[src/shared/clock_select_pkg.sv]
// Constants, register map and state type for the CPU clock select switch.
// Assumes a single system clock and oscillator activity delivered as
// one-cycle tick pulses synchronous to that clock.

package clock_select_pkg;

  // ==========================================================================
  // Register indices; the byte address on the bus is four times the index.
  // ==========================================================================
  localparam logic [15:0] PCC_IDX  = 16'hfffb;
  localparam logic [15:0] SUBOSCILLATION_MODE_IDX = 16'hfff0;
  localparam logic [15:0] CSS_IDX  = 16'hfff2;

  // ==========================================================================
  // Field positions.
  // ==========================================================================
  localparam int unsigned PCC_MCC_BIT  = 7;
  localparam int unsigned PCC_DIV_BIT  = 1;
  localparam int unsigned SUBOSCILLATION_MODE_FRC_BIT = 1;
  localparam int unsigned SUBOSCILLATION_MODE_SCC_BIT = 0;
  localparam int unsigned CSS_CLS_BIT  = 5;
  localparam int unsigned CSS_SEL_BIT  = 4;

  // ==========================================================================
  // Reset values.
  // ==========================================================================
  localparam logic [7:0] PCC_RESET  = 8'h02;
  localparam logic [7:0] SUBOSCILLATION_MODE_RESET = 8'h00;
  localparam logic [7:0] CSS_RESET  = 8'h00;

  // ==========================================================================
  // Dividers and timing counts, in oscillator or old CPU clock periods.
  // ==========================================================================
  localparam int unsigned MAIN_SLOW_DIV        = 4;
  localparam int unsigned SUB_CPU_DIV          = 2;
  localparam int unsigned STAB_MAIN_PERIODS    = 32768;
  localparam int unsigned STAB_CNT_W           = 16;
  localparam int unsigned SW_CNT_W             = 9;
  localparam logic [8:0]  SW_SHORT_CLKS        = 9'h002;
  localparam logic [8:0]  SW_FAST_TO_SLOW_CLKS = 9'h004;
  localparam logic [8:0]  SW_FAST_TO_SUB_CLKS  = 9'h132;
  localparam logic [8:0]  SW_SLOW_TO_SUB_CLKS  = 9'h04c;

  // ==========================================================================
  // Clock switch sequencer states.
  // ==========================================================================
  typedef enum logic [1:0] {
    ST_STABILISE,
    ST_RUN,
    ST_SWITCH
  } clk_state_t;

endpackage

[src/verilog/cpu_clock_select_switch.sv]
// CPU clock select switch with its three control registers on APB.
// Assumes oscillator activity arrives as synchronous tick pulses and that the
// CPU core consumes cpu_clk_tick as its clock enable.

`timescale 1ns/10ps

module cpu_clock_select_switch
  import clock_select_pkg::*;
#(
  parameter int unsigned STAB_TICKS = STAB_MAIN_PERIODS
) (
  input  wire logic        clk_sys,
  input  wire logic        reset_n,
  input  wire logic        psel,
  input  wire logic        penable,
  input  wire logic        pwrite,
  input  wire logic [31:0] paddr,
  input  wire logic [31:0] pwdata,
  input  wire logic [3:0]  pstrb,
  output logic [31:0]      prdata,
  output logic             pready,
  output logic             pslverr,
  input  wire logic        main_osc_tick,
  input  wire logic        sub_osc_tick,
  input  wire logic        halt_req,
  input  wire logic        stop_req,
  input  wire logic        wake_req,
  output logic             cpu_clk_tick,
  output logic             cpu_exec_en,
  output logic             periph_main_tick,
  output logic             timer_sub_tick,
  output logic             main_osc_stop,
  output logic             sub_osc_stop,
  output logic             feedback_resistor_off,
  output logic             halt_mode,
  output logic             stop_mode,
  output logic             cpu_source_status
);

  // ==========================================================================
  // Reset release
  // ==========================================================================
  logic rst_meta_reg;
  logic rst_n_sync;

  // The external reset asserts at once and releases two edges later.
  always_ff @(posedge clk_sys or negedge reset_n) begin
    if (!reset_n) begin
      rst_meta_reg <= 1'b0;
      rst_n_sync   <= 1'b0;
    end else begin
      rst_meta_reg <= 1'b1;
      rst_n_sync   <= rst_meta_reg;
    end
  end

  // ==========================================================================
  // Register state
  // ==========================================================================
  logic       main_osc_disable_reg;
  logic       main_divider_select_reg;
  logic       feedback_resistor_off_reg;
  logic       sub_osc_disable_reg;
  logic       osc_source_select_reg;
  logic       act_sub_reg;
  logic       act_div_reg;
  logic       act_sub_next;
  logic       act_div_next;
  clk_state_t state_reg;
  clk_state_t state_next;
  logic       halt_reg;
  logic       halt_next;
  logic       stop_reg;
  logic       stop_next;
  logic       main_stop_reg;
  logic       main_stop_next;
  logic       cpu_tick_reg;
  logic       cpu_tick_next;
  logic       periph_tick_reg;
  logic       timer_tick_reg;
  logic [31:0] prdata_reg;
  logic [31:0] prdata_next;

  // ==========================================================================
  // APB decode
  // ==========================================================================
  logic        apb_setup;
  logic        apb_access;
  logic        hit_pcc;
  logic        hit_suboscillation_mode;
  logic        hit_css;
  logic        mapped;
  logic        wr_ok;
  logic        wr_pcc;
  logic        wr_suboscillation_mode;
  logic        wr_css;
  logic [7:0]  pcc_view;
  logic [7:0]  suboscillation_mode_view;
  logic [7:0]  css_view;

  // Registers sit at four times their index; only byte lane 0 carries data.
  assign apb_setup  = psel && !penable;
  assign apb_access = psel && penable;
  assign hit_pcc    = (paddr == {14'h0000, PCC_IDX, 2'b00});
  assign hit_suboscillation_mode   = (paddr == {14'h0000, SUBOSCILLATION_MODE_IDX, 2'b00});
  assign hit_css    = (paddr == {14'h0000, CSS_IDX, 2'b00});
  assign mapped     = hit_pcc || hit_suboscillation_mode || hit_css;
  assign wr_ok      = apb_access && pwrite && pstrb[0];
  assign wr_pcc     = wr_ok && hit_pcc;
  assign wr_suboscillation_mode    = wr_ok && hit_suboscillation_mode;
  assign wr_css     = wr_ok && hit_css;

  // Zero wait states; read data is captured in the setup cycle.
  assign pready  = 1'b1;
  assign pslverr = apb_access && !mapped;
  assign prdata  = prdata_reg;

  // Read views: unused bits always read as zero.
  assign pcc_view  = {main_osc_disable_reg, 5'h00, main_divider_select_reg, 1'b0};
  assign suboscillation_mode_view = {6'h00, feedback_resistor_off_reg, sub_osc_disable_reg};
  assign css_view  = {2'h0, act_sub_reg, osc_source_select_reg, 4'h0};

  // Address decode for the read mux, an unmapped address returns zero.
  assign prdata_next = !apb_setup ? prdata_reg :
                       hit_pcc    ? {24'h000000, pcc_view} :
                       hit_suboscillation_mode   ? {24'h000000, suboscillation_mode_view} :
                       hit_css    ? {24'h000000, css_view} : 32'h00000000;

  always_ff @(posedge clk_sys or negedge rst_n_sync) begin
    if (!rst_n_sync) begin
      prdata_reg <= 32'h00000000;
    end else begin
      prdata_reg <= prdata_next;
    end
  end

  // ==========================================================================
  // Control registers
  // ==========================================================================
  // processor clock reset value
  always_ff @(posedge clk_sys or negedge rst_n_sync) begin
    if (!rst_n_sync) begin
      main_osc_disable_reg      <= PCC_RESET[PCC_MCC_BIT];
      main_divider_select_reg   <= PCC_RESET[PCC_DIV_BIT];
      feedback_resistor_off_reg <= SUBOSCILLATION_MODE_RESET[SUBOSCILLATION_MODE_FRC_BIT];
      sub_osc_disable_reg       <= SUBOSCILLATION_MODE_RESET[SUBOSCILLATION_MODE_SCC_BIT];
      osc_source_select_reg     <= CSS_RESET[CSS_SEL_BIT];
    end else begin
      if (wr_pcc) begin
        main_osc_disable_reg    <= pwdata[PCC_MCC_BIT];
        main_divider_select_reg <= pwdata[PCC_DIV_BIT];
      end
      if (wr_suboscillation_mode) begin
        feedback_resistor_off_reg <= pwdata[SUBOSCILLATION_MODE_FRC_BIT];
        sub_osc_disable_reg       <= pwdata[SUBOSCILLATION_MODE_SCC_BIT];
      end
      if (wr_css) begin
        osc_source_select_reg <= pwdata[CSS_SEL_BIT];
      end
    end
  end

  // ==========================================================================
  // Oscillator gating and clock sources
  // ==========================================================================
  logic main_tick_ok;
  logic sub_tick_ok;
  logic main_slow_tick;
  logic sub_half_tick;
  logic old_cpu_tick;

  // A stopped oscillator's ticks are ignored even if the pad still toggles.
  // subsystem oscillator stop
  assign main_tick_ok = main_osc_tick && !main_stop_reg;
  assign sub_tick_ok  = sub_osc_tick && !sub_osc_disable_reg;

  tick_divider #(
    .DIV      (MAIN_SLOW_DIV)
  ) u_main_slow_div (
    .clk_sys  (clk_sys),
    .rst_n    (rst_n_sync),
    .tick_in  (main_tick_ok),
    .tick_out (main_slow_tick)
  );

  tick_divider #(
    .DIV      (SUB_CPU_DIV)
  ) u_sub_half_div (
    .clk_sys  (clk_sys),
    .rst_n    (rst_n_sync),
    .tick_in  (sub_tick_ok),
    .tick_out (sub_half_tick)
  );

  assign old_cpu_tick = act_sub_reg ? sub_half_tick :
                        act_div_reg ? main_slow_tick : main_tick_ok;

  // ==========================================================================
  // Stabilisation and switch delay counters
  // ==========================================================================
  logic                stab_load;
  logic                stab_zero;
  logic                sw_load;
  logic [SW_CNT_W-1:0] sw_load_val;
  logic                sw_zero;
  logic                req_sub;
  logic                req_div;
  logic                req_differs;

  // both select bits form the request
  assign req_sub     = osc_source_select_reg;
  assign req_div     = main_divider_select_reg;
  assign req_differs = (req_sub != act_sub_reg) || (!req_sub && (req_div != act_div_reg));

  assign sw_load_val = act_sub_reg            ? SW_SHORT_CLKS :
                       (req_sub && act_div_reg) ? SW_SLOW_TO_SUB_CLKS :
                       req_sub                  ? SW_FAST_TO_SUB_CLKS :
                       act_div_reg              ? SW_SHORT_CLKS : SW_FAST_TO_SLOW_CLKS;

  tick_counter #(
    .W         (STAB_CNT_W),
    .RESET_VAL (STAB_TICKS)
  ) u_stab_cnt (
    .clk_sys   (clk_sys),
    .rst_n     (rst_n_sync),
    .load      (stab_load),
    .load_val  (STAB_CNT_W'(STAB_TICKS)),
    .tick      (main_tick_ok),
    .is_zero   (stab_zero)
  );

  tick_counter #(
    .W         (SW_CNT_W),
    .RESET_VAL (0)
  ) u_switch_cnt (
    .clk_sys   (clk_sys),
    .rst_n     (rst_n_sync),
    .load      (sw_load),
    .load_val  (sw_load_val),
    .tick      (old_cpu_tick),
    .is_zero   (sw_zero)
  );

  // ==========================================================================
  // Switch sequencer
  // ==========================================================================
  // The active source only changes when the old-clock delay has run out, so the
  // status flag and the CPU see the same moment of change.
  always_comb begin
    state_next   = state_reg;
    act_sub_next = act_sub_reg;
    act_div_next = act_div_reg;
    sw_load      = 1'b0;
    stab_load    = 1'b0;
    case (state_reg)
      ST_STABILISE: begin
        if (stab_zero) begin
          state_next = ST_RUN;
        end
      end
      ST_RUN: begin
        if (stop_reg && wake_req) begin
          // Leaving STOP restarts the main oscillator, so wait for it again.
          stab_load  = 1'b1;
          state_next = ST_STABILISE;
        end else if (req_differs && !stop_reg) begin
          sw_load    = 1'b1;
          state_next = ST_SWITCH;
        end
      end
      ST_SWITCH: begin
        if (sw_zero) begin
          act_sub_next = req_sub;
          act_div_next = req_div;
          state_next   = ST_RUN;
        end
      end
      default: begin
        state_next = ST_RUN;
      end
    endcase
  end

  always_ff @(posedge clk_sys or negedge rst_n_sync) begin
    if (!rst_n_sync) begin
      state_reg   <= ST_STABILISE;
      act_sub_reg <= CSS_RESET[CSS_SEL_BIT];
      act_div_reg <= PCC_RESET[PCC_DIV_BIT];
    end else begin
      state_reg   <= state_next;
      act_sub_reg <= act_sub_next;
      act_div_reg <= act_div_next;
    end
  end

  // ==========================================================================
  // Standby modes
  // ==========================================================================
  // A request arriving together with a wake-up still enters standby.
  // STOP refused on subsystem clock
  assign halt_next = halt_req || (halt_reg && !wake_req);
  assign stop_next = (stop_req && !act_sub_reg && state_reg == ST_RUN) || (stop_reg && !wake_req);

  always_ff @(posedge clk_sys or negedge rst_n_sync) begin
    if (!rst_n_sync) begin
      halt_reg <= 1'b0;
      stop_reg <= 1'b0;
    end else begin
      halt_reg <= halt_next;
      stop_reg <= stop_next;
    end
  end

  // ==========================================================================
  // Main oscillator control
  // ==========================================================================
  // The disable bit only bites while the subsystem clock really drives the CPU,
  // so a premature write cannot starve the CPU of its running clock.
  // main stop on subsystem clock
  // main oscillator held stopped in reset
  assign main_stop_next = stop_next || (main_osc_disable_reg && act_sub_reg && state_reg == ST_RUN);

  always_ff @(posedge clk_sys or negedge rst_n_sync) begin
    if (!rst_n_sync) begin
      main_stop_reg <= 1'b1;
    end else begin
      main_stop_reg <= main_stop_next;
    end
  end

  // ==========================================================================
  // Clock outputs
  // ==========================================================================
  // CPU ticks are withheld during stabilisation and standby; during a switch
  // the old clock keeps running.
  assign cpu_tick_next = old_cpu_tick && state_reg != ST_STABILISE && !halt_reg && !stop_reg;

  always_ff @(posedge clk_sys or negedge rst_n_sync) begin
    if (!rst_n_sync) begin
      cpu_tick_reg    <= 1'b0;
      periph_tick_reg <= 1'b0;
      timer_tick_reg  <= 1'b0;
    end else begin
      cpu_tick_reg    <= cpu_tick_next;
      periph_tick_reg <= main_tick_ok;
      timer_tick_reg  <= sub_tick_ok;
    end
  end

  assign cpu_clk_tick          = cpu_tick_reg;
  assign cpu_exec_en           = (state_reg != ST_STABILISE) && !halt_reg && !stop_reg;
  assign periph_main_tick      = periph_tick_reg;
  assign timer_sub_tick        = timer_tick_reg;
  assign main_osc_stop         = main_stop_reg;
  assign sub_osc_stop          = sub_osc_disable_reg;
  assign feedback_resistor_off = feedback_resistor_off_reg;
  assign halt_mode             = halt_reg;
  assign stop_mode             = stop_reg;
  assign cpu_source_status     = act_sub_reg;

endmodule

[src/verilog/tick_counter.sv]
// Loadable down counter that steps on tick pulses and flags zero.
// Assumes load and tick are synchronous; load takes priority over tick.

`timescale 1ns/10ps

module tick_counter #(
  parameter int unsigned W         = 9,
  parameter int unsigned RESET_VAL = 0
) (
  input  wire logic         clk_sys,
  input  wire logic         rst_n,
  input  wire logic         load,
  input  wire logic [W-1:0] load_val,
  input  wire logic         tick,
  output logic              is_zero
);

  logic [W-1:0] cnt_reg;
  logic [W-1:0] cnt_next;

  // ==========================================================================
  // Counter
  // ==========================================================================
  // Stops at zero so a late tick cannot wrap it around.
  assign cnt_next = load ? load_val : (tick && cnt_reg != '0) ? cnt_reg - 1'b1 : cnt_reg;
  assign is_zero  = (cnt_reg == '0);

  always_ff @(posedge clk_sys or negedge rst_n) begin
    if (!rst_n) begin
      cnt_reg <= W'(RESET_VAL);
    end else begin
      cnt_reg <= cnt_next;
    end
  end

endmodule

[src/verilog/tick_divider.sv]
// Divides a stream of one-cycle tick pulses by a fixed ratio.
// Assumes input ticks are synchronous one-cycle pulses on clk_sys.

`timescale 1ns/10ps

module tick_divider #(
  parameter int unsigned DIV = 4
) (
  input  wire logic clk_sys,
  input  wire logic rst_n,
  input  wire logic tick_in,
  output logic      tick_out
);

  localparam int unsigned CW = (DIV > 2) ? $clog2(DIV) : 1;
  localparam logic [CW-1:0] LAST = CW'(DIV - 1);

  logic [CW-1:0] cnt_reg;
  logic [CW-1:0] cnt_next;
  logic          out_reg;
  logic          out_next;

  // ==========================================================================
  // Divider
  // ==========================================================================
  // One output tick every DIV input ticks, registered to stay glitch free.
  assign cnt_next = !tick_in ? cnt_reg : (cnt_reg == LAST) ? '0 : cnt_reg + 1'b1;
  assign out_next = tick_in && (cnt_reg == LAST);
  assign tick_out = out_reg;

  always_ff @(posedge clk_sys or negedge rst_n) begin
    if (!rst_n) begin
      cnt_reg <= '0;
      out_reg <= 1'b0;
    end else begin
      cnt_reg <= cnt_next;
      out_reg <= out_next;
    end
  end

endmodule
[config.mk]
export PLATFORM = sky130hd
export DESIGN_NAME = cpu_clock_select_switch
export DESIGN_NICKNAME = d
export VERILOG_FILES = /design/src/shared/clock_select_pkg.sv /design/src/verilog/cpu_clock_select_switch.sv /design/src/verilog/tick_counter.sv /design/src/verilog/tick_divider.sv
export SDC_FILE = /design/constraint.sdc
export NUM_CORES = 1
export LEC_CHECK = 0
export BUFFER_PORTS_ARGS = -buffer_cell sky130_fd_sc_hd__buf_2
export CORE_ASPECT_RATIO = 0.75
export CORE_MARGIN = 2
export CORE_UTILIZATION = 52
export DETAILED_ROUTE_END_ITERATION = 8
export PLACE_DENSITY = 0.82
export SYNTH_ARGS = -nofsm -noshare
export SYNTH_HDL_FRONTEND = slang
export SYNTH_SLANG_ARGS = --single-unit
export TNS_END_PERCENT = 10
[constraint.sdc]
create_clock -name clk_sys -period 4 [get_ports clk_sys]
set_clock_uncertainty 0.2 [all_clocks]
set_input_delay 0.2 -clock clk_sys [delete_from_list [all_inputs] [get_ports clk_sys]]
set_output_delay 0.2 -clock clk_sys [all_outputs]
set_load 0.02 [all_outputs]
Word level (Yosys, flattened, before mapping)
Cells that the tools add are included.
{"block": "word_totals", "word_cells": 117, "out_inout_bits": 44, "input_bits": 78, "regBits": 79}
{"block": "classes", "eq_ne": 11, "mux": 25, "addsub": 4, "reduce_logical": 54}
{"op": "equality test 32 x 18 -> 1 bit, second input constant", "n": 3}
{"op": "2-to-1 mux 9 bit", "n": 5}
{"op": "2-to-1 mux 16 bit", "n": 2}
{"op": "logical AND 1 bit", "n": 29}
{"op": "zero test 16 bit", "n": 1}
{"op": "nonzero test 16 bit", "n": 1}
{"op": "subtractor 16 x 1 -> 16 bit, second input constant", "n": 1}
{"op": "2-to-1 mux 6 bit", "n": 2}
{"op": "2-to-1 mux 2 bit", "n": 5}
{"op": "zero test 1 bit", "n": 9}
{"op": "zero test 9 bit", "n": 1}
{"op": "nonzero test 9 bit", "n": 1}
{"op": "subtractor 9 x 1 -> 9 bit, second input constant", "n": 1}
{"op": "2-to-1 mux 1 bit", "n": 8}
{"op": "2-to-1 mux 8 bit", "n": 1}
{"op": "logical OR 1 bit", "n": 6}
{"op": "case mux 2 bit (3 select lines)", "n": 1}
{"op": "nonzero test 2 bit", "n": 3}
{"op": "equality test 2 bit, second input constant", "n": 2}
{"op": "!= test 2 bit, second input constant", "n": 2}
{"op": "2-to-1 mux 3 bit", "n": 1}
{"op": "!= test 3 bit, second input constant", "n": 1}
{"op": "AND reduction 3 bit", "n": 1}
{"op": "adder 2 x 1 -> 2 bit, second input constant", "n": 1}
{"op": "other kinds (5)", "n": 6}

Depth between registers and ports, before layout
Gate-level depths: netlist (run 1).
{"block": "depth", "word_depth": 8, "depth_mapped": 7, "mapped_depth_nobuf": 6}

Hierarchy
Synthesis (run 1) repeated with hierarchy kept, for this count alone.
{"block": "hier_totals", "hier_cells": 329, "hier_area_um2": 3159.3}
{"mod": "cpu_clock_select_switch", "area_per_inst_um2": 1345.0, "seq_area_each_um2": 554.3, "cells_per_inst": 133, "instances": 1}
{"mod": "tick_counter (u_stab_cnt)", "area_per_inst_um2": 997.2, "seq_area_each_um2": 401.6, "cells_per_inst": 112, "instances": 1}
{"mod": "tick_counter (u_switch_cnt)", "area_per_inst_um2": 624.3, "seq_area_each_um2": 225.2, "cells_per_inst": 72, "instances": 1}
{"mod": "tick_divider (u_main_slow_div)", "area_per_inst_um2": 126.4, "seq_area_each_um2": 75.1, "cells_per_inst": 8, "instances": 1}
{"mod": "tick_divider (u_sub_half_div)", "area_per_inst_um2": 66.3, "seq_area_each_um2": 50.0, "cells_per_inst": 4, "instances": 1}

Least setup slack after synthesis (run 1)
Ideal clock, no wire load.
{"block": "synth_timing", "path_kind": "reg2reg", "start": "reg u_stab_cnt.cnt_reg[1]", "end": "reg u_stab_cnt.cnt_reg[11]", "stages_incl_launch_ff": 6, "slack_ps": 1588, "arrival_time_ps": 2135, "setup_time_ps": 77, "required_time_ps": 3723, "n_path_buf": 1, "period_less_slack_ps": 2412, "path_cell_list": "dfrtp_1 -> or4b_4 -> or4_1 -> buf_2 -> or4_1 -> a21oi_1"}
{"block": "synth_between", "elab_chain_len": 3, "elab_cells_between_ends": 6, "classes_between": "add/sub (1); mux (2); reduce/logical (3)"}
{"item": "from (decl)", "line_no": "tick_counter.sv:18", "text": "logic [W-1:0] cnt_reg;"}
{"item": "from (signal assigned)", "line_no": "tick_counter.sv:30", "text": "cnt_reg <= W'(RESET_VAL);"}
{"item": "from (signal assigned)", "line_no": "tick_counter.sv:32", "text": "cnt_reg <= cnt_next;"}
{"item": "subtractor 16 x 1 -> 16 bit / nonzero test 16 bit (equally long branches)", "line_no": "tick_counter.sv:25", "text": "assign cnt_next = load ? load_val : (tick && cnt_reg != '0) ? cnt_reg - 1'b1 : cnt_reg;"}
{"item": "2-to-1 mux 16 bit / logical AND 1 bit (equally long branches)", "line_no": "tick_counter.sv:25"}
{"item": "2-to-1 mux 16 bit / nonzero test 2 bit (equally long branches)"}
Several ways; a longest one is shown, not always the timed one. The select of a mux whose other input is x is not followed.
A chain may end at the register's enable or synchronous reset.

Worst setup path after layout (run 1)
Ends and elaborated chain as after synthesis.

==> run metrics, run 1 <==
n_diodes 0; worst slew pin tran 1.04 ns; GRT Residual Overflow 0; final WL 6.33 mm; Post-CTS Setup Repair Bufs 0; GPL Wtd Cong 0.946; CP dominant cell by count or4_1; final setup margin 1.44 ns; Root Driver clkbuf_8; commonest non-fill, non-tap cell in the layout buf_2; RSZ-0062 raised after global routing no; clk sinks 52; Slew Viols, Final 0; Hold Path Class input pin to flip-flop; initial antenna violation count 0; crit end category flip-flop; Vias per Instance 5.53; Pwr per Cell Area 475 nW/um^2; max reg flops 16; first drt pass iteration count 5; largest net degree at the start of global routing 51; Setup Total Neg Slack 0 ns; Die X 91.3 microns; worst-path fanout max 7; Critical Path, Cell by Cell or4b_4 -> or4_1 -> or4_1 -> a21oi_1; Leak 1.57 nW; DRC viols 0; post-route ant nets 0; Area contributors post-synth dfrtp_1 40%, buf_4 7.3%, nand2_1 3.7%, dfstp_2 3.5%, or4_1 2.8%; WHS Path Cells 4; CTS tree built; area share of the largest cell type after synthesis 40.4%; clock slew at reported path FFs 0.09 ns; fin cells 457; row cnt 23; hold slack final 0.0327 ns; worst relative slew slack 29.6%; Setup Crit Path Kind flip-flop to flip-flop; Syn-to-layout area delta 15.3%; Peak Freq 0.391 GHz; hpwl dp 4.65 mm; Worst R2R Start u_stab_cnt.cnt_reg[1]; critical path's slowest cell or4_1; Min-Delay Endpoint prdata[0]; Mapped Area 2970 sq um; Synth cell types 54; fin nets 464; ys async rst share 100%; Worst R2R Setup Slack 1.44 ns; Hold Crit Start penable; outcome completed; vias in the first global route 2,283; crit path DAT 2.59 ns; Clk Latency, worst-skew pair 0.31 ns; Final Hold Vio Count 0; WP data required 4.03 ns; die area 6340 sq um; Ys Warns 0; Seq/Total Area, Yosys 43.9%; Peak VDD IR 0.000204 V; crit share post-route 64.0%; Max stage delay on crit path 0.63 ns; number of max-cap violations 0; first-pass GRT wire length 10.8 mm; minimum clock period 2.56 ns; commonest non-fill, non-tap cells in the layout 62 x buf_2, 47 x dfrtp_1, 29 x nand2_1, 29 x conb_1, 13 x a21oi_1; # IOs 122; R2R cell count 4; Clock Tree Buf Depth 2; IO buf count 62; die height 69.5 microns; post-place setup slack 1.45 ns; critical path launch point type flip-flop; First DRT Iteration DRCs 165; share of cells above drive strength 1 24.6%; RR Endpoint u_stab_cnt.cnt_reg[11]; Setup-failing EPs final 0; Initial Utilization 54.7%; cell count after synthesis 310; placed insts 440; DR WL/cell 13.9 microns; TritonCTS buffer count 5; EDFF count, synth 0; Syn Area/Cell 9.59 sq um; FF+latch count, synth 52; post-synth top area cell dfrtp_1; via count 2,526; GR Util All Layers 20.6%; H-tree lvl count 2; core area 5440 sq um; Primary FF master, synth dfrtp_1
==> worst max-delay path by stage <==
stage	startpoint	endpoint	slack, ns	depth (start not counted)
CTS	u_stab_cnt.cnt_reg[1]	u_stab_cnt.cnt_reg[11]	1.43	4
floorplan	u_stab_cnt.cnt_reg[1]	u_stab_cnt.cnt_reg[11]	1.59	5
detailed placement	u_stab_cnt.cnt_reg[1]	u_stab_cnt.cnt_reg[11]	1.45	4
global placement	u_stab_cnt.cnt_reg[1]	u_stab_cnt.cnt_reg[11]	1.50	4
finish	u_stab_cnt.cnt_reg[1]	u_stab_cnt.cnt_reg[11]	1.44	4
global route	u_stab_cnt.cnt_reg[1]	u_stab_cnt.cnt_reg[11]	1.36	4
==> Yosys cell counts (2+ instances only) <==
cell type / count
dfrtp_1: 48
buf_4: 29
nand2_1: 29
a21oi_1: 13
nand2b_1: 12
nor4_1: 12
nor2_1: 11
o21ai_0: 11
or4_1: 11
inv_1: 10
nor3_1: 9
o31ai_1: 8
or3_1: 8
mux2_2: 7
mux2i_1: 7
nand3_1: 7
a31oi_1: 5
and2_1: 5
clkbuf_1: 5
ha_1: 5
nand4_1: 5
a31o_2: 4
dfstp_2: 4
o21a_1: 4
a21o_1: 3
nor2b_1: 3
and4_1: 2
conb_1: 2
nand3b_1: 2
o311ai_0: 2
or2_2: 2
or4b_2: 2
xor2_1: 2
==> cell type report <==
type	instances	area (sq um)
repair buffers	72	408
multi-input cells	240	1490
flip-flops and latches	52	1310
clock buffers	5	68.8
inverters	10	37.5
fillers	450	2010
well taps	75	93.8
clock inverters	3	23.8
==> critical path: cells and delay by family, from the launching register on <==
kind / cells / cell delay [ns]
DFF: 1 / 0.40
AOI/OAI and AO/OA: 1 / 0.16
and+or+nand+nor: 3 / 1.73
==> what timing repair did <==
action                                 in CTS  in global routing
resized for setup                           0                  0
hold buffers                                9                  0
endpoints found under the hold margin      10                  0
==> where the power goes <==
group | internal [mW] | leakage (nW) | switching (mW)
clock | 0.124 | 0.0404 | 0.177
combinational | 0.240 | 0.894 | 0.268
sequential | 0.671 | 0.640 | 0.149
==> metal layers <==
metal	up-vias	part of all wire (%)	track usage (%)
met5	-	0	0
met4	0	0.66	4.55
li1	1225	-	-
met2	79	46	32.3
met1	1215	48	29.9
met3	7	4.9	4.02
==> logic make-up (layout without fill, tap and decap cells) <==
kind of cell / Yosys count / after routing / synth area share, %
AND/OR/NAND/NOR: 130 / 130 / 25.3
other: 2 / 29 / 0.253
adder cells (fa/ha/maj): 5 / 5 / 2.10
XOR/XNOR: 2 / 2 / 0.589
AO/OA/AOI/OAI: 60 / 60 / 13.5
flip-flops: 52 / 52 / 43.9
multiplexers: 14 / 14 / 5.01
buffers and inverters: 45 / 90 / 9.39
==> stage by stage <==
step	cell area, sq um	total power, mW	util (%)
3_3_place_gp	3250	1.30	59.7
6_report	3430	1.63	63.0
4_1_cts	3430	1.64	63.0
2_1_floorplan	3070	1.21	-
5_1_grt	3430	1.76	63.0
3_5_place_dp	3250	1.33	59.7
(Power assumes the default switching activity.)
==> inputs of run 2 (changes only) <==
--- a/config.mk
+++ b/config.mk
@@ -5,12 +5,13 @@
 export SDC_FILE = /design/constraint.sdc
 export NUM_CORES = 1
 export LEC_CHECK = 0
+export ABC_AREA = 1
 export BUFFER_PORTS_ARGS = -buffer_cell sky130_fd_sc_hd__buf_2
 export CORE_ASPECT_RATIO = 0.75
 export CORE_MARGIN = 2
-export CORE_UTILIZATION = 52
+export CORE_UTILIZATION = 50
 export DETAILED_ROUTE_END_ITERATION = 8
-export PLACE_DENSITY = 0.82
+export PLACE_DENSITY = 0.78
 export SYNTH_ARGS = -nofsm -noshare
 export SYNTH_HDL_FRONTEND = slang
 export SYNTH_SLANG_ARGS = --single-unit
==> constraint.sdc (replaced) <==
create_clock -name clk_sys -period 2.5 [get_ports clk_sys]
set_clock_uncertainty 0.2 [all_clocks]
set_input_delay 0.125 -clock clk_sys [delete_from_list [all_inputs] [get_ports clk_sys]]
set_output_delay 0.125 -clock clk_sys [all_outputs]
set_load 0.02 [all_outputs]
==> run 2 against run 1 <==
Sequential cell count did not move. Via count rose by 24%. Setup slack got worse by 0.87 ns. Cell area grew 13%. Global-route usage grew 0.72 points. Cell count rose by 40%.
==> run metrics, run 2 <==
via count 3,124 (+24%); GR Util All Layers 21.4% (+0.72 points); Pwr per Cell Area 625 nW/um^2 (+32%); core area 6410 sq um (+18%); Die X 98.7 microns (+8.1%); TritonCTS buffer count 5 (unchanged); Slew Viols, Final 0 (unchanged); vias in the first global route 2,863 (+25%); footprint of the multi-input gates 1670 sq um (+12%); n_diodes 0 (unchanged); share of cells above drive strength 1 17.5% (-7.1 points); clk sinks 52 (unchanged); Peak Freq 0.519 GHz (+33%); Area contributors post-synth dfrtp_1 36%, nand2_1 17%, nor2_1 7.3%, inv_1 6.7%, buf_4 6.3%; register area 1310 sq um (unchanged); outcome completed; hold slack final 0.0122 ns (-0.0205 ns); Post-CTS Setup Repair Bufs 0 (unchanged); commonest non-fill, non-tap cell in the layout nand2_1; GRT Residual Overflow 0 (unchanged); Final Hold Vio Count 0 (unchanged); max reg flops 16 (unchanged); fin cells 640 (+40%); crit path DAT 1.94 ns (-0.65 ns); worst relative slew slack 65.6% (+36 points); Peak VDD IR 0.000577 V (+180%); filler instances 556 (+24%); ys async rst share 100% (unchanged); area share of the largest cell type after synthesis 35.7% (-4.7 points); die height 75.0 microns (+8.0%); Mapped Area 3360 sq um (+13%); Root Driver clkbuf_8; post-route ant nets 0 (unchanged); Initial Utilization 52.4% (-2.2 points); post-synth top area cell dfrtp_1; crit end category flip-flop; Pint 1.48 mW (+43%); initial antenna violation count 0 (unchanged); crit share post-route 77.0% (+13 points); largest net degree at the start of global routing 29 (-43%); EDFF count, synth 0 (unchanged); IO buf count 62 (unchanged); Syn-to-layout area delta 15.2% (about the same); Syn Area/Cell 7.01 sq um (-27%); Clk pwr share 20.7% (+2.2 points); Setup Crit Path Kind flip-flop to flip-flop; DRC viols 0 (unchanged); die area 7400 sq um (+17%); final WL 7.44 mm (+18%); WP data required 2.51 ns (-1.52 ns); most instantiated cells after synthesis 153 x nand2_1, 65 x nor2_1, 60 x inv_1; Combinational Power Share 32.8% (+1.6 points); Setup Total Neg Slack 0 ns (unchanged); # IOs 122 (unchanged); sequential power share 46.5% (-3.8 points); RSZ-0062 raised after global routing no; Clock Tree Buf Depth 2 (unchanged); row cnt 25 (+8.7%); First DRT Iteration DRCs 179 (+8.5%); Primary FF master, synth dfrtp_1; worst-path fanout max 14 (+7); commonest non-fill, non-tap cells in the layout 153 x nand2_1, 65 x nor2_1, 62 x buf_2, 60 x inv_1, 47 x dfrtp_1; minimum clock period 1.93 ns (-0.634 ns); Hold Path Class input pin to flip-flop; number of max-cap violations 0 (unchanged); clock slew at reported path FFs 0.10 ns (about the same); # resized after CTS 0 (unchanged); DR WL/cell 11.6 microns (-16%); Sw Pwr 946 uW (+59%); Leak 2.21 nW (+40%); cell with the most instances after synthesis nand2_1; first drt pass iteration count 5 (unchanged); cell count after synthesis 480 (+55%); CTS tree built; Clk Latency, worst-skew pair 0.31 ns (about the same); worst slew pin tran 0.517 ns (-0.528 ns); Vias per Instance 4.88 (-12%); hpwl dp 5.60 mm (+20%); Net Sw Frac 39.0% (+2.5 points); Synth cell types 35 (-35%); H-tree lvl count 2 (unchanged); first-pass GRT wire length 12.8 mm (+18%); Seq/Total Area, Yosys 38.8% (-5.1 points); Ys Warns 0 (unchanged); GPL Wtd Cong 0.865 (-8.6%); placed insts 619 (+41%); critical path launch point type flip-flop; Setup-failing EPs final 0 (unchanged); fin nets 641 (+38%); total power 2.42 mW (+49%); FF+latch count, synth 52 (unchanged)
-- run 2: cell count changes in the layout (fill, tap and decap cells not counted), sizes merged, moves of 11 or more --
cell / before / now
nor2: 11 / 69
or4: 12 / 0
inv: 10 / 62
nand3: 7 / 41
nand2: 29 / 160
nand2b: 12 / 0
nor4: 12 / 1
-- run 2: cell families (layout without fill, tap and decap cells) --
logic type	after synthesis	count (layout)	synth area share, %
and+or+nand+nor	289	289	37.1
buffers and inverters	94	146	14.4
DFF	52	52	38.8
AOI/OAI and AO/OA	27	27	4.61
xor gates and xnor gates	10	10	2.60
adders and majority gates	5	5	1.86
other	2	29	0.223
muxes	1	1	0.335
-- run 2: layout make-up --
type / instances / share of cell area [%]
clock buffers: 5 / 1.78
clock inverters: 3 / 0.549
inverters: 61 / 6.04
multi-input cells: 361 / 43.2
flip-flops and latches: 52 / 33.7
well taps: 81 / 2.62
repair buffers: 77 / 12.1
-- run 2: worst paths after layout --
kind,to,startpoint,slack [ns],cells past startpoint
max reg2reg,u_switch_cnt.cnt_reg[4],act_div_reg,0.57,8
min in group asynchronous,periph_main_tick,rst_n_sync,0.05,0
min reg2reg,periph_main_tick,rst_n_sync,0.05,0
min,state_reg[0],wake_req,0.01,4
max in group asynchronous,u_stab_cnt.cnt_reg[15],rst_n_sync,1.44,1
max,u_switch_cnt.cnt_reg[4],act_div_reg,0.57,8
-- run 2: metrics by stage --
| step | cell area (sq um) | utilization [%] | setup slack (ns) |
|---|---|---|---|
| 2_1_floorplan | 3460 | - | 0.752 |
| 3_3_place_gp | 3650 | 57.0 | 0.627 |
| 3_5_place_dp | 3650 | 57.0 | 0.595 |
| 4_1_cts | 3870 | 60.4 | 0.578 |
| 5_1_grt | 3870 | 60.4 | 0.410 |
| 6_report | 3870 | 60.4 | 0.574 |
-- run 2: repair_timing --
item	4_1_cts	5_1_grt
endpoints found under the setup margin	0	0
hold endpoints to repair	17	0
hold buffers	13	0
-- run 2: critical path, cell delays in order, from the launching register on --
cell and delay [ns]:
dfstp_2 0.59, xnor2_1 0.08, nand2_1 0.15, nand3_1 0.28, buf_4 0.29, nand2_1 0.07, nand2_1 0.05, nand2_1 0.06
nand2_1 0.05
-- run 2: layer usage --
metal	track usage [%]	part of all wire [%]
met5	0	0
met4	3.65	0.42
met3	3.53	4.2
met2	36.5	47
met1	29.8	49
-- run 2: power groups by stage --
stage	Combinational [mW]	Sequential, mW	Clock (mW)
2_1_floorplan	0.622	1.12	0
3_3_place_gp	0.727	1.13	0
3_5_place_dp	0.766	1.14	0
4_1_cts	0.788	1.12	0.508
5_1_grt	0.909	1.15	0.540
6_report	0.795	1.13	0.501
